--- config.mk ---
export PLATFORM = sky130hd
export DESIGN_NAME = rsio_top
export DESIGN_NICKNAME = d
export VERILOG_FILES = /design/src/rsio_sync.v /design/src/rsio_top.v
export VERILOG_INCLUDE_DIRS = /design/src
export SDC_FILE = /design/constraint.sdc
export NUM_CORES = 1
export LEC_CHECK = 0
export BUFFER_PORTS_ARGS = -buffer_cell sky130_fd_sc_hd__buf_2
export CAP_MARGIN = 20
export CORE_MARGIN = 4
export CORE_UTILIZATION = 30
export CTS_CLUSTER_DIAMETER = 30
export DETAILED_ROUTE_END_ITERATION = 7
export PLACE_DENSITY = 0.48
export SYNTH_ARGS = -nofsm -noshare
export SYNTH_HDL_FRONTEND = slang
export SYNTH_HIERARCHICAL = 1
export SYNTH_SLANG_ARGS = --single-unit
--- constraint.sdc ---
create_clock -name mclk -period 3.9 [get_ports mclk]
set_clock_uncertainty 0.05 [all_clocks]
set_input_delay 0.78 -clock mclk [delete_from_list [all_inputs] [get_ports mclk]]
set_output_delay 0.78 -clock mclk [all_outputs]
set_load 0.01 [all_outputs]
--- src/rsio_regs.vh ---
// Register offsets, field positions, reset values and codes of the reader status I/O block
// Behaviour
// RULE1: The block has exactly four status outputs and two control inputs.
// RULE2: Each of the first three outputs carries one selectable function, and which functions are allowed depends on the output index.
// RULE3: An output set to read success is on while the last read succeeded.
// RULE4: An output set to read failure is on while the last read failed.
// RULE5: An output set to busy is on for the whole symbol reading operation.
// RULE6: Verification pass and fail outputs follow the good or bad verification result.
// RULE7: Stability pass is on below the threshold and stability fail at or above it.
// RULE8: Print quality pass is on below the threshold and print quality fail at or above it.
// RULE9: The fourth output is on exactly for the configured exposure time of each capture.
// RULE10: Each of the four outputs can be disabled and then stays off.
// RULE11: The first input starts a reading and the second stops it, the stop acting on an edge only.
// RULE12: Start and stop inputs can each be disabled and are then ignored.
// RULE13: Both inputs are synchronised before edge detection so each transition gives one pulse.
// RULE14: The controller holds each input level for several clock cycles.
`ifndef RSIO_REGS_VH
`define RSIO_REGS_VH

// Word offsets on the bus (byte addresses)
`define RSIO_ADR_CTRL      8'h00
`define RSIO_ADR_FUNC      8'h04
`define RSIO_ADR_THRESH    8'h08
`define RSIO_ADR_EXPO      8'h0C
`define RSIO_ADR_STATUS    8'h10
`define RSIO_ADR_IRQSTAT   8'h14
`define RSIO_ADR_IRQMASK   8'h18

// Control register fields
`define RSIO_CTRL_OUTEN_LSB   0
`define RSIO_CTRL_STARTEN_BIT 4
`define RSIO_CTRL_STOPEN_BIT  5

// Reset values
`define RSIO_CTRL_RST    32'h0000_003F
`define RSIO_FUNC_RST    32'h0000_0321
`define RSIO_THRESH_RST  32'h0000_3232
`define RSIO_EXPO_RST    32'h0000_0064

// Output function codes
`define RSIO_FN_OFF       4'h0
`define RSIO_FN_READOK    4'h1
`define RSIO_FN_READNG    4'h2
`define RSIO_FN_BUSY      4'h3
`define RSIO_FN_VEROK     4'h4
`define RSIO_FN_VERNG     4'h5
`define RSIO_FN_STABOK    4'h6
`define RSIO_FN_STABNG    4'h7
`define RSIO_FN_PQOK      4'h8
`define RSIO_FN_PQNG      4'h9

// Interrupt event bits
`define RSIO_EV_START     0
`define RSIO_EV_STOP      1
`define RSIO_EV_DONE      2
`define RSIO_EV_EXPEND    3
`define RSIO_EV_NUM       4

`endif

--- src/rsio_sync.v ---
// Three-stage input synchroniser with agreement filter
`timescale 1ns/100ps
module rsio_sync (
   input  wire mclk,
   input  wire sys_rst,
   input  wire clkEn,
   input  wire pinIn,
   output wire syncOut
);
   reg stage1_reg;
   reg stage2_reg;
   reg stage3_reg;
   reg level_reg;

   // Level changes only once stages two and three agree
   always @(posedge mclk or posedge sys_rst) begin
      if (sys_rst) begin
         stage1_reg <= 1'b0;
         stage2_reg <= 1'b0;
         stage3_reg <= 1'b0;
         level_reg  <= 1'b0;
      end else if (clkEn) begin
         stage1_reg <= pinIn;
         stage2_reg <= stage1_reg;
         stage3_reg <= stage2_reg;
         if (stage2_reg == stage3_reg) begin // RULE13
            level_reg <= stage3_reg;
         end
      end
   end

   assign syncOut = level_reg;
endmodule

--- src/rsio_top.v ---
// Reader status I/O block: four status outputs, two control inputs, Wishbone registers
`timescale 1ns/100ps
`include "rsio_regs.vh"
module rsio_top (
   input  wire        mclk,
   input  wire        sys_rst,
   input  wire        clkEn,
   // Wishbone classic slave
   input  wire        wb_cyc_i,
   input  wire        wb_stb_i,
   input  wire        wb_we_i,
   input  wire [7:0]  wb_adr_i,
   input  wire [3:0]  wb_sel_i,
   input  wire [31:0] wb_dat_i,
   output wire [31:0] wb_dat_o,
   output wire        wb_ack_o,
   output wire        irq,
   // Reading engine side
   input  wire        readBusy,
   input  wire        readDone,
   input  wire        readOk,
   input  wire        verifyOk,
   input  wire [7:0]  stabilityValue,
   input  wire [7:0]  qualityValue,
   input  wire        captureStart,
   output wire        readStartPulse,
   output wire        readStopPulse,
   // External pins
   input  wire        read_start_input,
   input  wire        read_stop_input,
   output wire        status_output_a,
   output wire        status_output_b,
   output wire        status_output_c,
   output wire        flash_sync_output
);

   // Byte-lane merge for register writes
   function [31:0] mergeBytes;
      input [31:0] oldVal;
      input [31:0] newVal;
      input [3:0]  sel;
      integer      i;
      begin
         mergeBytes = oldVal;
         for (i = 0; i < 4; i = i + 1) begin
            if (sel[i]) begin
               mergeBytes[i*8 +: 8] = newVal[i*8 +: 8];
            end
         end
      end
   endfunction

   // Which function codes each output index accepts
   function funcAllowed;
      input [1:0] idx;
      input [3:0] code;
      begin
         if (idx == 2'd0) begin
            funcAllowed = (code >= `RSIO_FN_READOK) && (code <= `RSIO_FN_VERNG);
         end else begin
            funcAllowed = (code >= `RSIO_FN_READOK) && (code <= `RSIO_FN_PQNG);
         end
      end
   endfunction

   // Level of an output given its index, code, enable and the condition set
   function outLevel;
      input [1:0]  idx;
      input [3:0]  code;
      input        enable;
      input [15:0] cond;
      begin
         outLevel = enable && funcAllowed(idx, code) && cond[code];
      end
   endfunction

   // Configuration and status registers
   reg [31:0] ctrl_reg;
   reg [31:0] func_reg;
   reg [31:0] thresh_reg;
   reg [31:0] expo_reg;
   reg [`RSIO_EV_NUM-1:0] irqStat_reg;
   reg [`RSIO_EV_NUM-1:0] irqMask_reg;
   reg [31:0] datO_reg;
   reg        ack_reg;
   reg        irq_reg;

   // Latched result of the last read
   reg        resValid_reg;
   reg        resOk_reg;
   reg        resVer_reg;
   reg [7:0]  resStab_reg;
   reg [7:0]  resQual_reg;
   reg        busyD_reg;

   // Input edge detection and pulses
   reg        startLvlD_reg;
   reg        stopLvlD_reg;
   reg        startPulse_reg;
   reg        stopPulse_reg;

   // Exposure counter and outputs
   reg [15:0] expCnt_reg;
   reg        outA_reg;
   reg        outB_reg;
   reg        outC_reg;
   reg        flash_reg;

   wire       startLvl;
   wire       stopLvl;
   wire       busAccess;
   wire       busWrite;
   wire [7:0] wordAdr;
   wire       startEdge;
   wire       stopEdge;
   wire       busyRise;
   wire [15:0] cond;
   wire [`RSIO_EV_NUM-1:0] events;
   wire [`RSIO_EV_NUM-1:0] w1cBits;
   wire       stabBelow;
   wire       qualBelow;
   wire       expEnd;
   reg  [15:0] expCnt_next;
   reg  [31:0] readData;

   // Pin synchronisers
   rsio_sync startSync (
      .mclk    (mclk),
      .sys_rst (sys_rst),
      .clkEn   (clkEn),
      .pinIn   (read_start_input),
      .syncOut (startLvl)
   );

   rsio_sync stopSync (
      .mclk    (mclk),
      .sys_rst (sys_rst),
      .clkEn   (clkEn),
      .pinIn   (read_stop_input),
      .syncOut (stopLvl)
   );

   // Bus decode: one access per request, answered the next edge
   assign busAccess = wb_cyc_i && wb_stb_i && !ack_reg;
   assign busWrite  = busAccess && wb_we_i;
   assign wordAdr   = {2'b00, wb_adr_i[7:2]};

   // Rising edges of synchronised inputs, gated by their enables
   assign startEdge = startLvl && !startLvlD_reg
                      && ctrl_reg[`RSIO_CTRL_STARTEN_BIT]; // RULE11 RULE12
   assign stopEdge  = stopLvl && !stopLvlD_reg
                      && ctrl_reg[`RSIO_CTRL_STOPEN_BIT]; // RULE11 RULE12
   assign busyRise  = readBusy && !busyD_reg;

   // Threshold comparisons
   assign stabBelow = resStab_reg < thresh_reg[7:0];
   assign qualBelow = resQual_reg < thresh_reg[15:8];

   // Condition set indexed by function code
   assign cond[0]  = 1'b0;
   assign cond[1]  = resValid_reg && resOk_reg;            // RULE3
   assign cond[2]  = resValid_reg && !resOk_reg;           // RULE4
   assign cond[3]  = readBusy;                             // RULE5
   assign cond[4]  = resValid_reg && resVer_reg;           // RULE6
   assign cond[5]  = resValid_reg && !resVer_reg;          // RULE6
   assign cond[6]  = resValid_reg && stabBelow;            // RULE7
   assign cond[7]  = resValid_reg && !stabBelow;           // RULE7
   assign cond[8]  = resValid_reg && qualBelow;            // RULE8
   assign cond[9]  = resValid_reg && !qualBelow;           // RULE8
   assign cond[15:10] = 6'h00;

   // Exposure counter next value
   always @* begin
      expCnt_next = expCnt_reg;
      if (captureStart) begin
         expCnt_next = expo_reg[15:0]; // RULE9
      end else if (expCnt_reg != 16'h0000) begin
         expCnt_next = expCnt_reg - 16'h0001;
      end
   end
   assign expEnd = !captureStart && (expCnt_reg == 16'h0001);

   // Interrupt events and write-one-to-clear mask
   assign events[`RSIO_EV_START]  = startEdge;
   assign events[`RSIO_EV_STOP]   = stopEdge;
   assign events[`RSIO_EV_DONE]   = readDone;
   assign events[`RSIO_EV_EXPEND] = expEnd;
   assign w1cBits = (busWrite && wordAdr == `RSIO_ADR_IRQSTAT >> 2 && wb_sel_i[0])
                    ? wb_dat_i[`RSIO_EV_NUM-1:0] : {`RSIO_EV_NUM{1'b0}};

   // Read multiplexer
   always @* begin
      readData = 32'h0000_0000;
      case (wordAdr)
         `RSIO_ADR_CTRL >> 2: begin
            readData = ctrl_reg;
         end
         `RSIO_ADR_FUNC >> 2: begin
            readData = func_reg;
         end
         `RSIO_ADR_THRESH >> 2: begin
            readData = thresh_reg;
         end
         `RSIO_ADR_EXPO >> 2: begin
            readData = expo_reg;
         end
         `RSIO_ADR_STATUS >> 2: begin
            readData = {20'h0_0000, resValid_reg, resOk_reg, resVer_reg, readBusy,
                        stopLvl, startLvl, 2'b00,
                        flash_reg, outC_reg, outB_reg, outA_reg};
         end
         `RSIO_ADR_IRQSTAT >> 2: begin
            readData = {28'h000_0000, irqStat_reg};
         end
         `RSIO_ADR_IRQMASK >> 2: begin
            readData = {28'h000_0000, irqMask_reg};
         end
         default: begin
            readData = 32'h0000_0000;
         end
      endcase
   end

   // Bus slave and configuration registers
   always @(posedge mclk or posedge sys_rst) begin
      if (sys_rst) begin
         ctrl_reg    <= `RSIO_CTRL_RST;
         func_reg    <= `RSIO_FUNC_RST;
         thresh_reg  <= `RSIO_THRESH_RST;
         expo_reg    <= `RSIO_EXPO_RST;
         irqMask_reg <= {`RSIO_EV_NUM{1'b0}};
         datO_reg    <= 32'h0000_0000;
         ack_reg     <= 1'b0;
      end else if (clkEn) begin
         ack_reg <= busAccess;
         if (busAccess && !wb_we_i) begin
            datO_reg <= readData;
         end
         if (busWrite) begin
            case (wordAdr)
               `RSIO_ADR_CTRL >> 2: begin
                  ctrl_reg <= mergeBytes(ctrl_reg, wb_dat_i, wb_sel_i) & 32'h0000_003F;
               end
               `RSIO_ADR_FUNC >> 2: begin
                  func_reg <= mergeBytes(func_reg, wb_dat_i, wb_sel_i) & 32'h0000_0FFF;
               end
               `RSIO_ADR_THRESH >> 2: begin
                  thresh_reg <= mergeBytes(thresh_reg, wb_dat_i, wb_sel_i) & 32'h0000_FFFF;
               end
               `RSIO_ADR_EXPO >> 2: begin
                  expo_reg <= mergeBytes(expo_reg, wb_dat_i, wb_sel_i) & 32'h0000_FFFF;
               end
               `RSIO_ADR_IRQMASK >> 2: begin
                  if (wb_sel_i[0]) begin
                     irqMask_reg <= wb_dat_i[`RSIO_EV_NUM-1:0];
                  end
               end
               default: begin
                  ctrl_reg <= ctrl_reg;
               end
            endcase
         end
      end
   end

   // Sticky interrupt status, set wins over clear, and the level output
   always @(posedge mclk or posedge sys_rst) begin
      if (sys_rst) begin
         irqStat_reg <= {`RSIO_EV_NUM{1'b0}};
         irq_reg     <= 1'b0;
      end else if (clkEn) begin
         irqStat_reg <= (irqStat_reg & ~w1cBits) | events;
         irq_reg     <= |(((irqStat_reg & ~w1cBits) | events) & irqMask_reg);
      end
   end

   // Input edges, start and stop pulses to the reading engine
   always @(posedge mclk or posedge sys_rst) begin
      if (sys_rst) begin
         startLvlD_reg  <= 1'b0;
         stopLvlD_reg   <= 1'b0;
         startPulse_reg <= 1'b0;
         stopPulse_reg  <= 1'b0;
      end else if (clkEn) begin
         startLvlD_reg  <= startLvl;
         stopLvlD_reg   <= stopLvl;
         startPulse_reg <= startEdge; // RULE11
         stopPulse_reg  <= stopEdge;  // RULE11
      end
   end

   // Result latch: taken at read completion, dropped when a new read starts
   always @(posedge mclk or posedge sys_rst) begin
      if (sys_rst) begin
         busyD_reg    <= 1'b0;
         resValid_reg <= 1'b0;
         resOk_reg    <= 1'b0;
         resVer_reg   <= 1'b0;
         resStab_reg  <= 8'h00;
         resQual_reg  <= 8'h00;
      end else if (clkEn) begin
         busyD_reg <= readBusy;
         if (readDone) begin
            resValid_reg <= 1'b1;
            resOk_reg    <= readOk;
            resVer_reg   <= verifyOk;
            resStab_reg  <= stabilityValue;
            resQual_reg  <= qualityValue;
         end else if (busyRise) begin
            resValid_reg <= 1'b0;
         end
      end
   end

   // Status outputs and the exposure-synchronous flash output
   always @(posedge mclk or posedge sys_rst) begin
      if (sys_rst) begin
         expCnt_reg <= 16'h0000;
         outA_reg   <= 1'b0;
         outB_reg   <= 1'b0;
         outC_reg   <= 1'b0;
         flash_reg  <= 1'b0;
      end else if (clkEn) begin
         expCnt_reg <= expCnt_next;
         outA_reg   <= outLevel(2'd0, func_reg[3:0], ctrl_reg[0], cond);  // RULE2 RULE10
         outB_reg   <= outLevel(2'd1, func_reg[7:4], ctrl_reg[1], cond);  // RULE2 RULE10
         outC_reg   <= outLevel(2'd2, func_reg[11:8], ctrl_reg[2], cond); // RULE2 RULE10
         flash_reg  <= ctrl_reg[3] && (expCnt_next != 16'h0000);        // RULE9 RULE10
      end
   end

   // Port drive, straight from flip-flops
   assign wb_dat_o          = datO_reg;
   assign wb_ack_o          = ack_reg;
   assign irq               = irq_reg;
   assign readStartPulse    = startPulse_reg;
   assign readStopPulse     = stopPulse_reg;
   assign status_output_a   = outA_reg;  // RULE1
   assign status_output_b   = outB_reg;  // RULE1
   assign status_output_c   = outC_reg;  // RULE1
   assign flash_sync_output = flash_reg; // RULE1
endmodule

# --- Yosys cells after proc, flatten, opt, wreduce, memory -nomap -nowiden ---
# Cells that the tools add are included.
word_totals:
  register_bits: 144
  in_bits: 73
op_classes:
  addsub: 1
  order_cmp: 11
  n_eq_ne: 9
  mux: 15
  bitwise: 4
  n_reduce_logical: 58
ops:
  columns: ["cell", "n"]
  rows:
  - ["one-hot mux 16 bit (7 select lines)", 1]
  - ["two-way mux 16 bit", 2]
  - ["AND reduction 4 bit", 8]
  - ["nonzero test 16 bit", 2]
  - ["logical AND 1 bit", 30]
  - ["equality test 6 x 3 -> 1 bit, second input constant", 3]
  - ["equality test 16 x 1 -> 1 bit, second input constant", 1]
  - ["< comparator 8 bit", 2]
  - ["subtractor 16 x 1 -> 16 bit, second input constant", 1]
  - ["< comparator 4 x 5 -> 1 bit, second input constant", 3]
  - ["binary-select mux 1 bit (select 4 bit)", 3]
  - ["equality test 6 x 2 -> 1 bit, second input constant", 2]
  - [">= comparator 4 x 1 -> 1 bit, second input constant", 3]
  - ["zero test 1 bit", 10]
  - ["AND reduction 2 bit", 5]
  - ["AND 4 bit", 2]
  - ["<= comparator 4 bit, second input constant", 2]
  - ["zero test 8 bit", 1]
  - ["two-way mux 1 bit", 8]
  - ["equality test 6 x 1 -> 1 bit, second input constant", 1]
  - ["<= comparator 4 x 3 -> 1 bit, second input constant", 1]
  - ["two-way mux 4 bit", 1]
  - ["NOT 4 bit", 1]
  - ["bitwise OR 4 bit", 1]
  - ["other kinds (3)", 4]

# --- Longest topological paths before layout ---
# Gate-level depths: netlist of run 1.
depth:
  ltp_word: 11
  depth_mapped: 10
  ltp_nobuf: 10

# --- Modules after synthesis ---
# The synthesis of run 1 kept the hierarchy.
modules_own_cells:
  columns: ["module", "instances", "cells_each", "area_per_inst_um2", "seq_area_each_um2"]
  rows:
  - ["rsio_top", 1, 632, 6591.3, 3026.7]
  - ["rsio_sync", 2, 13, 158.9, 100.1]

# --- Worst setup path after synthesis of run 1 ---
# OpenSTA, ideal clock, no wires.
synth_path:
  path_type: "register to register"
  startpoint: "register expCnt_reg[4]"
  endpoint: "register flash_reg, in the netlist flash_sync_output"
  t_arrival_ns: 2.480
  t_required_ns: 3.712
  path_slack_ns: 1.232
  path_stages_with_launch: 10
  path_buffers: 1
  period_less_slack_ns: 2.668
  cell_sequence: "dfrtp_1 > buf_6 > or4_4 > or4_4 > nor3b_2 > nand2_1 > xnor2_1 > mux2_1 > nor4_1 > a31oi_1"
synth_via:
  elab_chain_len: 5
synth_lines:
  columns: ["item", "line", "text"]
  rows:
  - ["start: declaration", "rsio_top.v:103", "reg [15:0] expCnt_reg;"]
  - ["start signal: assignment", "rsio_top.v:324", "expCnt_reg <= expCnt_next;"]
  - ["subtractor 16 x 1 -> 16 bit / nonzero test 16 bit (equally long branches)", "rsio_top.v:178, rsio_top.v:177", null]
  - ["two-way mux 16 bit *", "rsio_top.v:177", "end else if (expCnt_reg != 16'h0000) begin"]
  - ["two-way mux 16 bit *", "rsio_top.v:175", "if (captureStart) begin"]
  - ["nonzero test 16 bit *", "rsio_top.v:328", "flash_reg <= ctrl_reg[3] && (expCnt_next != 16'h0000);"]
  - ["logical AND 1 bit *", "rsio_top.v:328", null]
  - ["end signal: assignment", "rsio_top.v:328", null]
  - ["end: declaration", "rsio_top.v:107", "reg flash_reg;"]
# Mark *: on every way between the ends. The rest lies on a longest branch, timed or not.
# A chain may end at the register's enable or synchronous reset.

# --- Worst setup path after layout of run 1 ---
# Ends and elaborated chain as after synthesis.

==> flow_summary.yaml, run 1 <==
critical_path:
  critPathMaxFanout: 9
  startpoint_type: "flop"
  required_ns: 4.14
  crit_path_end_kind: "flop"
  crit_type: "flop to flop"
  reg2reg_slack_ns: 0.77
  crit_arrival_ns: 3.37
cts:
  cts_buffer_depth: 2
  cts-root-buf: "clkbuf_16"
  tritoncts: "built"
  insertion_delay_ns: 0.43
  ctsHoldBuffers: 0
  cts.sinks: 128
  clkTransAtPathRegs_ns: 0.06
  cts_made_buffers: 17
  post_cts_resize_count: 0
  postCtsSetupBuffers: 0
  h-tree-depth: 4
global_route:
  antenna_found_initial: 0
  grt_pass1_vias: 5377
  grt_pass1_wl_um: 30100
  grt_max_degree: 121
  grt.total_usage_pct: 14.9
  grt_overflow: 0
timing:
  tns_ns: 0
  rsz0062_at_grt: "false"
  slew_viol_final: 0
  min_period_ns: 3.13
  setup_viol: 0
  hold_ws_ns: 0.216
  fin_crit_sh_pct: 80.3
  worst_slack_ns: 0.770
  final_hold_viol_count: 0
  fmax_ghz: 0.319
  slew_headroom_pct: 43.1
  worstMarginPinSlew_ns: 0.845
floorplan:
  die-area_um2: 25500
  die_h_um: 160
  core_um2: 22600
  fp-row-count: 55
  chipWidth_um: 160
  start_util_pct: 30.5
  ios: 113
placement:
  gp_congestion: 0.810
  place_hpwl_um: 14000
  placed_cell_area_um2: 7500
  pre_cts_ws_ns: 0.813
  io_buffer_count: 76
hold_path:
  hp-class: "input pin to asynchronous set/reset pin"
logic_synthesis:
  avgSynthCellArea_um2: 10.5
  synth_area_um2: 6910
  synth.distinct_cells: 62
  synth_seq_area_share_pct: 46.7
  ys_seq_elements: 128
  synth_edf_count: 0
  ys_warn_count: 6
  synth_ff_type: "dfrtp_1"
  synthCells: 658
  synth-async-reset-ratio_pct: 100
final_layout:
  design_area_um2: 8130
  layout.nets: 820
  area_delta_synth_final_pct: 17.7
  insertedDiodeCount: 0
  drive_gt1_share_pct: 31.2
detailed_routing:
  finalWirelength_um: 18800
  num_vias: 5251
  via_per_inst: 5.11
  drt_first_pass_iters: 5
  wire_per_inst_um: 18.3
  final_antenna_net_count: 0
  drt-initial-drc-count: 300
  drc_errors: 0
status:
  status: "completed"
pwr:
  leakagePower_nw: 3.76
  p_per_area_nw_per_um2: 464
  irDropWorstVdd_mv: 0.294
run:
  cap_violations: 0
==> power breakdown <==
part / leakage [nW] / internal [mW] / total, mW / switching (mW)
Sequential: 1.59 / 1.43 / 1.54 / 0.112
Combinational: 1.88 / 0.230 / 0.502 / 0.272
Clock: 0.296 / 1.08 / 1.73 / 0.646
==> synthesized netlist by cell type, types with 3 or more instances <==
library cell / count / area (um2)
mux4_2: 6 / 135
nor3b_1: 3 / 22.5
mux2_2: 78 / 878
inv_1: 29 / 109
buf_4: 17 / 128
xnor2_1: 7 / 61.3
a41o_1: 3 / 30.0
mux2i_1: 11 / 110
dfrtp_1: 109 / 2730
a31oi_1: 4 / 25.0
nor3_1: 6 / 30.0
nand2b_1: 10 / 62.6
xor2_1: 7 / 61.3
nor2b_1: 3 / 18.8
nand2_1: 75 / 282
nor4_1: 7 / 43.8
nand3_1: 9 / 45.0
buf_6: 3 / 33.8
o22ai_1: 5 / 31.3
or3_1: 3 / 18.8
nand4_1: 6 / 37.5
o21ai_0: 62 / 310
a21o_1: 4 / 30.0
a21boi_0: 4 / 30.0
clkbuf_1: 23 / 86.3
a22oi_1: 8 / 60.1
dfstp_2: 19 / 499
ha_1: 17 / 213
o41ai_1: 4 / 35.0
a22o_1: 14 / 123
nand4b_1: 5 / 43.8
a21oi_1: 24 / 120
buf_1: 3 / 11.3
nor2_1: 34 / 128
==> metrics by stage <==
step | power (mW) | utilization (%) | std cells
floorplan | 1.92 | - | 673
global placement | 2.05 | 33.1 | 996
detailed placement | 2.07 | 33.1 | 996
CTS | 3.80 | 35.9 | 1028
global route | 3.94 | 35.9 | 1028
finish | 3.77 | 35.9 | 1028
==> logic make-up after synthesis <==
family,Yosys count,share of synthesized area [%]
muxes,96,16.4
AOI/OAI and AO/OA,145,13.1
adders and majority gates,17,3.08
buffers and inverters,78,5.94
DFF,128,46.7
other,1,0.0543
and+or+nand+nor,179,12.9
xor gates and xnor gates,14,1.77
==> final cells by class <==
type,instances,area [um2]
Clock buffer,18,429
Clock inverter,14,205
Fill cell,2248,14500
Inverter,29,113
Multi-Input combinational cell,467,3330
Sequential cell,128,3230
Tap cell,285,357
Timing Repair Buffer,87,475
==> layer usage <==
metal	track usage [%]	share of wire [%]
met4	5.76	2.5
met2	24.4	49
met5	0	0
met3	2.94	3.1
met1	19.5	46
==> cell usage in the layout, fill, tap and decap left out, types with 11 or more instances in the layout <==
master	count
ha_1	17
clkbuf_16	17
buf_2	76
dfstp_2	19
nand2_1	75
mux2_2	78
o21ai_0	62
a21oi_1	24
inv_1	28
conb_1	16
nor2_1	34
dfrtp_1	109
a22o_1	14
mux2i_1	11
==> critical path, cell delays in order, from the launching register on <==
cell	delay [ns]
dfrtp_1	0.47
nor4_1	0.71
nand4_2	0.36
nand2_1	0.35
or3_2	0.18
xor2_1	0.14
o21ai_0	0.14
nor4_1	0.45
a31oi_1	0.14
==> worst paths after layout <==
check                                       end           from  cells after the start
setup / recovery              flash_sync_output  expCnt_reg[4]                      8
hold / removal             startSync/stage1_reg        sys_rst                      2
setup reg to reg              flash_sync_output  expCnt_reg[4]                      8
hold reg to reg                     wb_dat_o[4]    wb_dat_o[4]                      2
max in group asynchronous        resQual_reg[2]        sys_rst                      3
min in group mclk                   wb_dat_o[4]    wb_dat_o[4]                      2
No activity file was read; power rests on OpenSTA's default activity.
==> run 2: changes to the inputs <==
==> constraint.sdc (replaced) <==
create_clock -name mclk -period 2.8 [get_ports mclk]
set_clock_uncertainty 0.05 [all_clocks]
set_input_delay 0.56 -clock mclk [delete_from_list [all_inputs] [get_ports mclk]]
set_output_delay 0.56 -clock mclk [all_outputs]
set_load 0.01 [all_outputs]
==> flow_summary.yaml, run 2 (same netlist as run 1, synthesis figures left out) <==
critical_path:
  required_ns: 3.04
  reg2reg_slack_ns: 0.13
  crit_arrival_ns: 2.91
  reg2reg_from: "expCnt_reg[4]"
  reg2reg_to: "flash_sync_output"
  crit_path_end_kind: "flop"
  startpoint_type: "flop"
  crit_type: "flop to flop"
  critPathMaxFanout: 2
  reg2reg_depth: 8
timing:
  slew_headroom_pct: 59.6
  fin_crit_sh_pct: 95.2
  rsz0062_at_grt: "false"
  min_period_ns: 2.67
  worstMarginPinSlew_ns: 0.590
  slew_viol_final: 0
  setup_viol: 0
  fmax_ghz: 0.375
  final_hold_viol_count: 0
placement:
  dp.cells: 1025
  place_hpwl_um: 14800
  io_buffer_count: 76
  gp_congestion: 0.836
detailed_routing:
  via_per_inst: 5.11
  wire_per_inst_um: 18.2
  final_antenna_net_count: 0
  drt-initial-drc-count: 350
  finalWirelength_um: 19300
  num_vias: 5409
  drc_errors: 0
  drt_first_pass_iters: 6
hold_path:
  worstHoldStart: "wb_dat_i[13]"
  whs_path_depth: 3
  hold_end: "thresh_reg[13]"
  hp-class: "input pin to flop"
pwr:
  irDropWorstVdd_mv: 0.437
  total_power_mw: 5.10
  leakagePower_nw: 3.91
  p_per_area_nw_per_um2: 611
final_layout:
  instances_no_fill: 1059
  utilization_pct: 36.9
  drive_gt1_share_pct: 34.4
  layout.nets: 851
  final_cell_mix: "dfrtp_1 (109), mux2_2 (78), buf_2 (76), nand2_1 (75), o21ai_0 (61)"
  insertedDiodeCount: 0
  mostFrequentLayoutCell: "dfrtp_1"
  area_delta_synth_final_pct: 20.8
floorplan:
  die-area_um2: 25500
  chipWidth_um: 160
  fp-row-count: 55
  start_util_pct: 30.5
  die_h_um: 160
  ios: 113
  core_um2: 22600
cts:
  tritoncts: "built"
  clkTransAtPathRegs_ns: 0.06
  cts.sinks: 128
  cts-root-buf: "clkbuf_16"
  h-tree-depth: 4
  cts_buffer_depth: 2
  insertion_delay_ns: 0.42
  cts_made_buffers: 17
status:
  status: "completed"
global_route:
  grt_pass1_vias: 5595
  grt_use_met1_pct: 19.5
  grt.total_usage_pct: 15.3
  met3_usage_pct: 2.40
  grt_max_degree: 65
  grt_pass1_wl_um: 30900
  grt_overflow: 0
  grt_use_met2_pct: 26.4
  busiest_layer: "met2"
  antenna_found_initial: 0
run:
  cap_violations: 0
run 2: cell count changes in the layout (fill, tap and decap cells not counted), moves of 2 or more:
cell       change
buf_4         +29
inv_6          -2
clkinv_2       +5
bufinv_16      -2
nor4_1         -2
run 2: worst max-delay path, cell delays in order (launching register included):
cell,delay [ns]
dfrtp_1,0.39
or4_4,0.55
or4_4,0.54
nor3b_2,0.16
nand2_1,0.09
xnor2_1,0.13
mux2_4,0.28
nor4_4,0.24
a31oi_1,0.11
run 2: worst max path at each step:
stage               slack (ns)           endpoint          start
floorplan                 0.13  flash_sync_output  expCnt_reg[4]
detailed placement       -0.07  flash_sync_output  expCnt_reg[4]
finish                    0.13  flash_sync_output  expCnt_reg[4]
global placement         -0.04  flash_sync_output  expCnt_reg[4]
CTS                       0.05  flash_sync_output  expCnt_reg[4]
global route             0.008  flash_sync_output  expCnt_reg[0]
run 2: layout make-up:
class / instances / area (um2)
clock buffer: 18 / 429
fill: 2237 / 14300
timing repair buffer: 118 / 723
inverter: 29 / 113
clock inverter: 14 / 141
tap: 285 / 357
sequential: 128 / 3230
multi-input combinational: 467 / 3360
run 2: per-stage QoR:
stage | worst slack (ns) | TNS (ns) | area, um2 | hold slack [ns]
2_1_floorplan | 0.132 | 0 | 6970 | 0.276
3_3_place_gp | -0.0376 | -0.0376 | 7730 | 0.422
3_5_place_dp | -0.0679 | -0.0679 | 7730 | 0.432
4_1_cts | 0.0473 | 0 | 8320 | 0.299
5_1_grt | 0.00820 | 0 | 8350 | 0.308
6_report | 0.133 | 0 | 8350 | 0.320
run 2: report_power, final:
part	leakage [nW]	switching, mW	internal, mW
combinational	2.05	0.422	0.397
sequential	1.59	0.135	1.99
clock	0.272	0.850	1.30
total	3.91	1.41	3.70
run 2: what timing repair did:
action,in CTS,in global routing
setup buffers,0,1
endpoints found under the setup margin,1,1
hold endpoints to repair,8,0
resized for setup,1,6
hold buffers,1,0
pin swaps,0,4
cloned,0,0
run 2: layer usage:
metal  routed length [um]  vias up
li1                     -     2533
met1                 8750     2752
met2                 9720      106
met3                  571       18
met4                  285        0
met5                    0        -
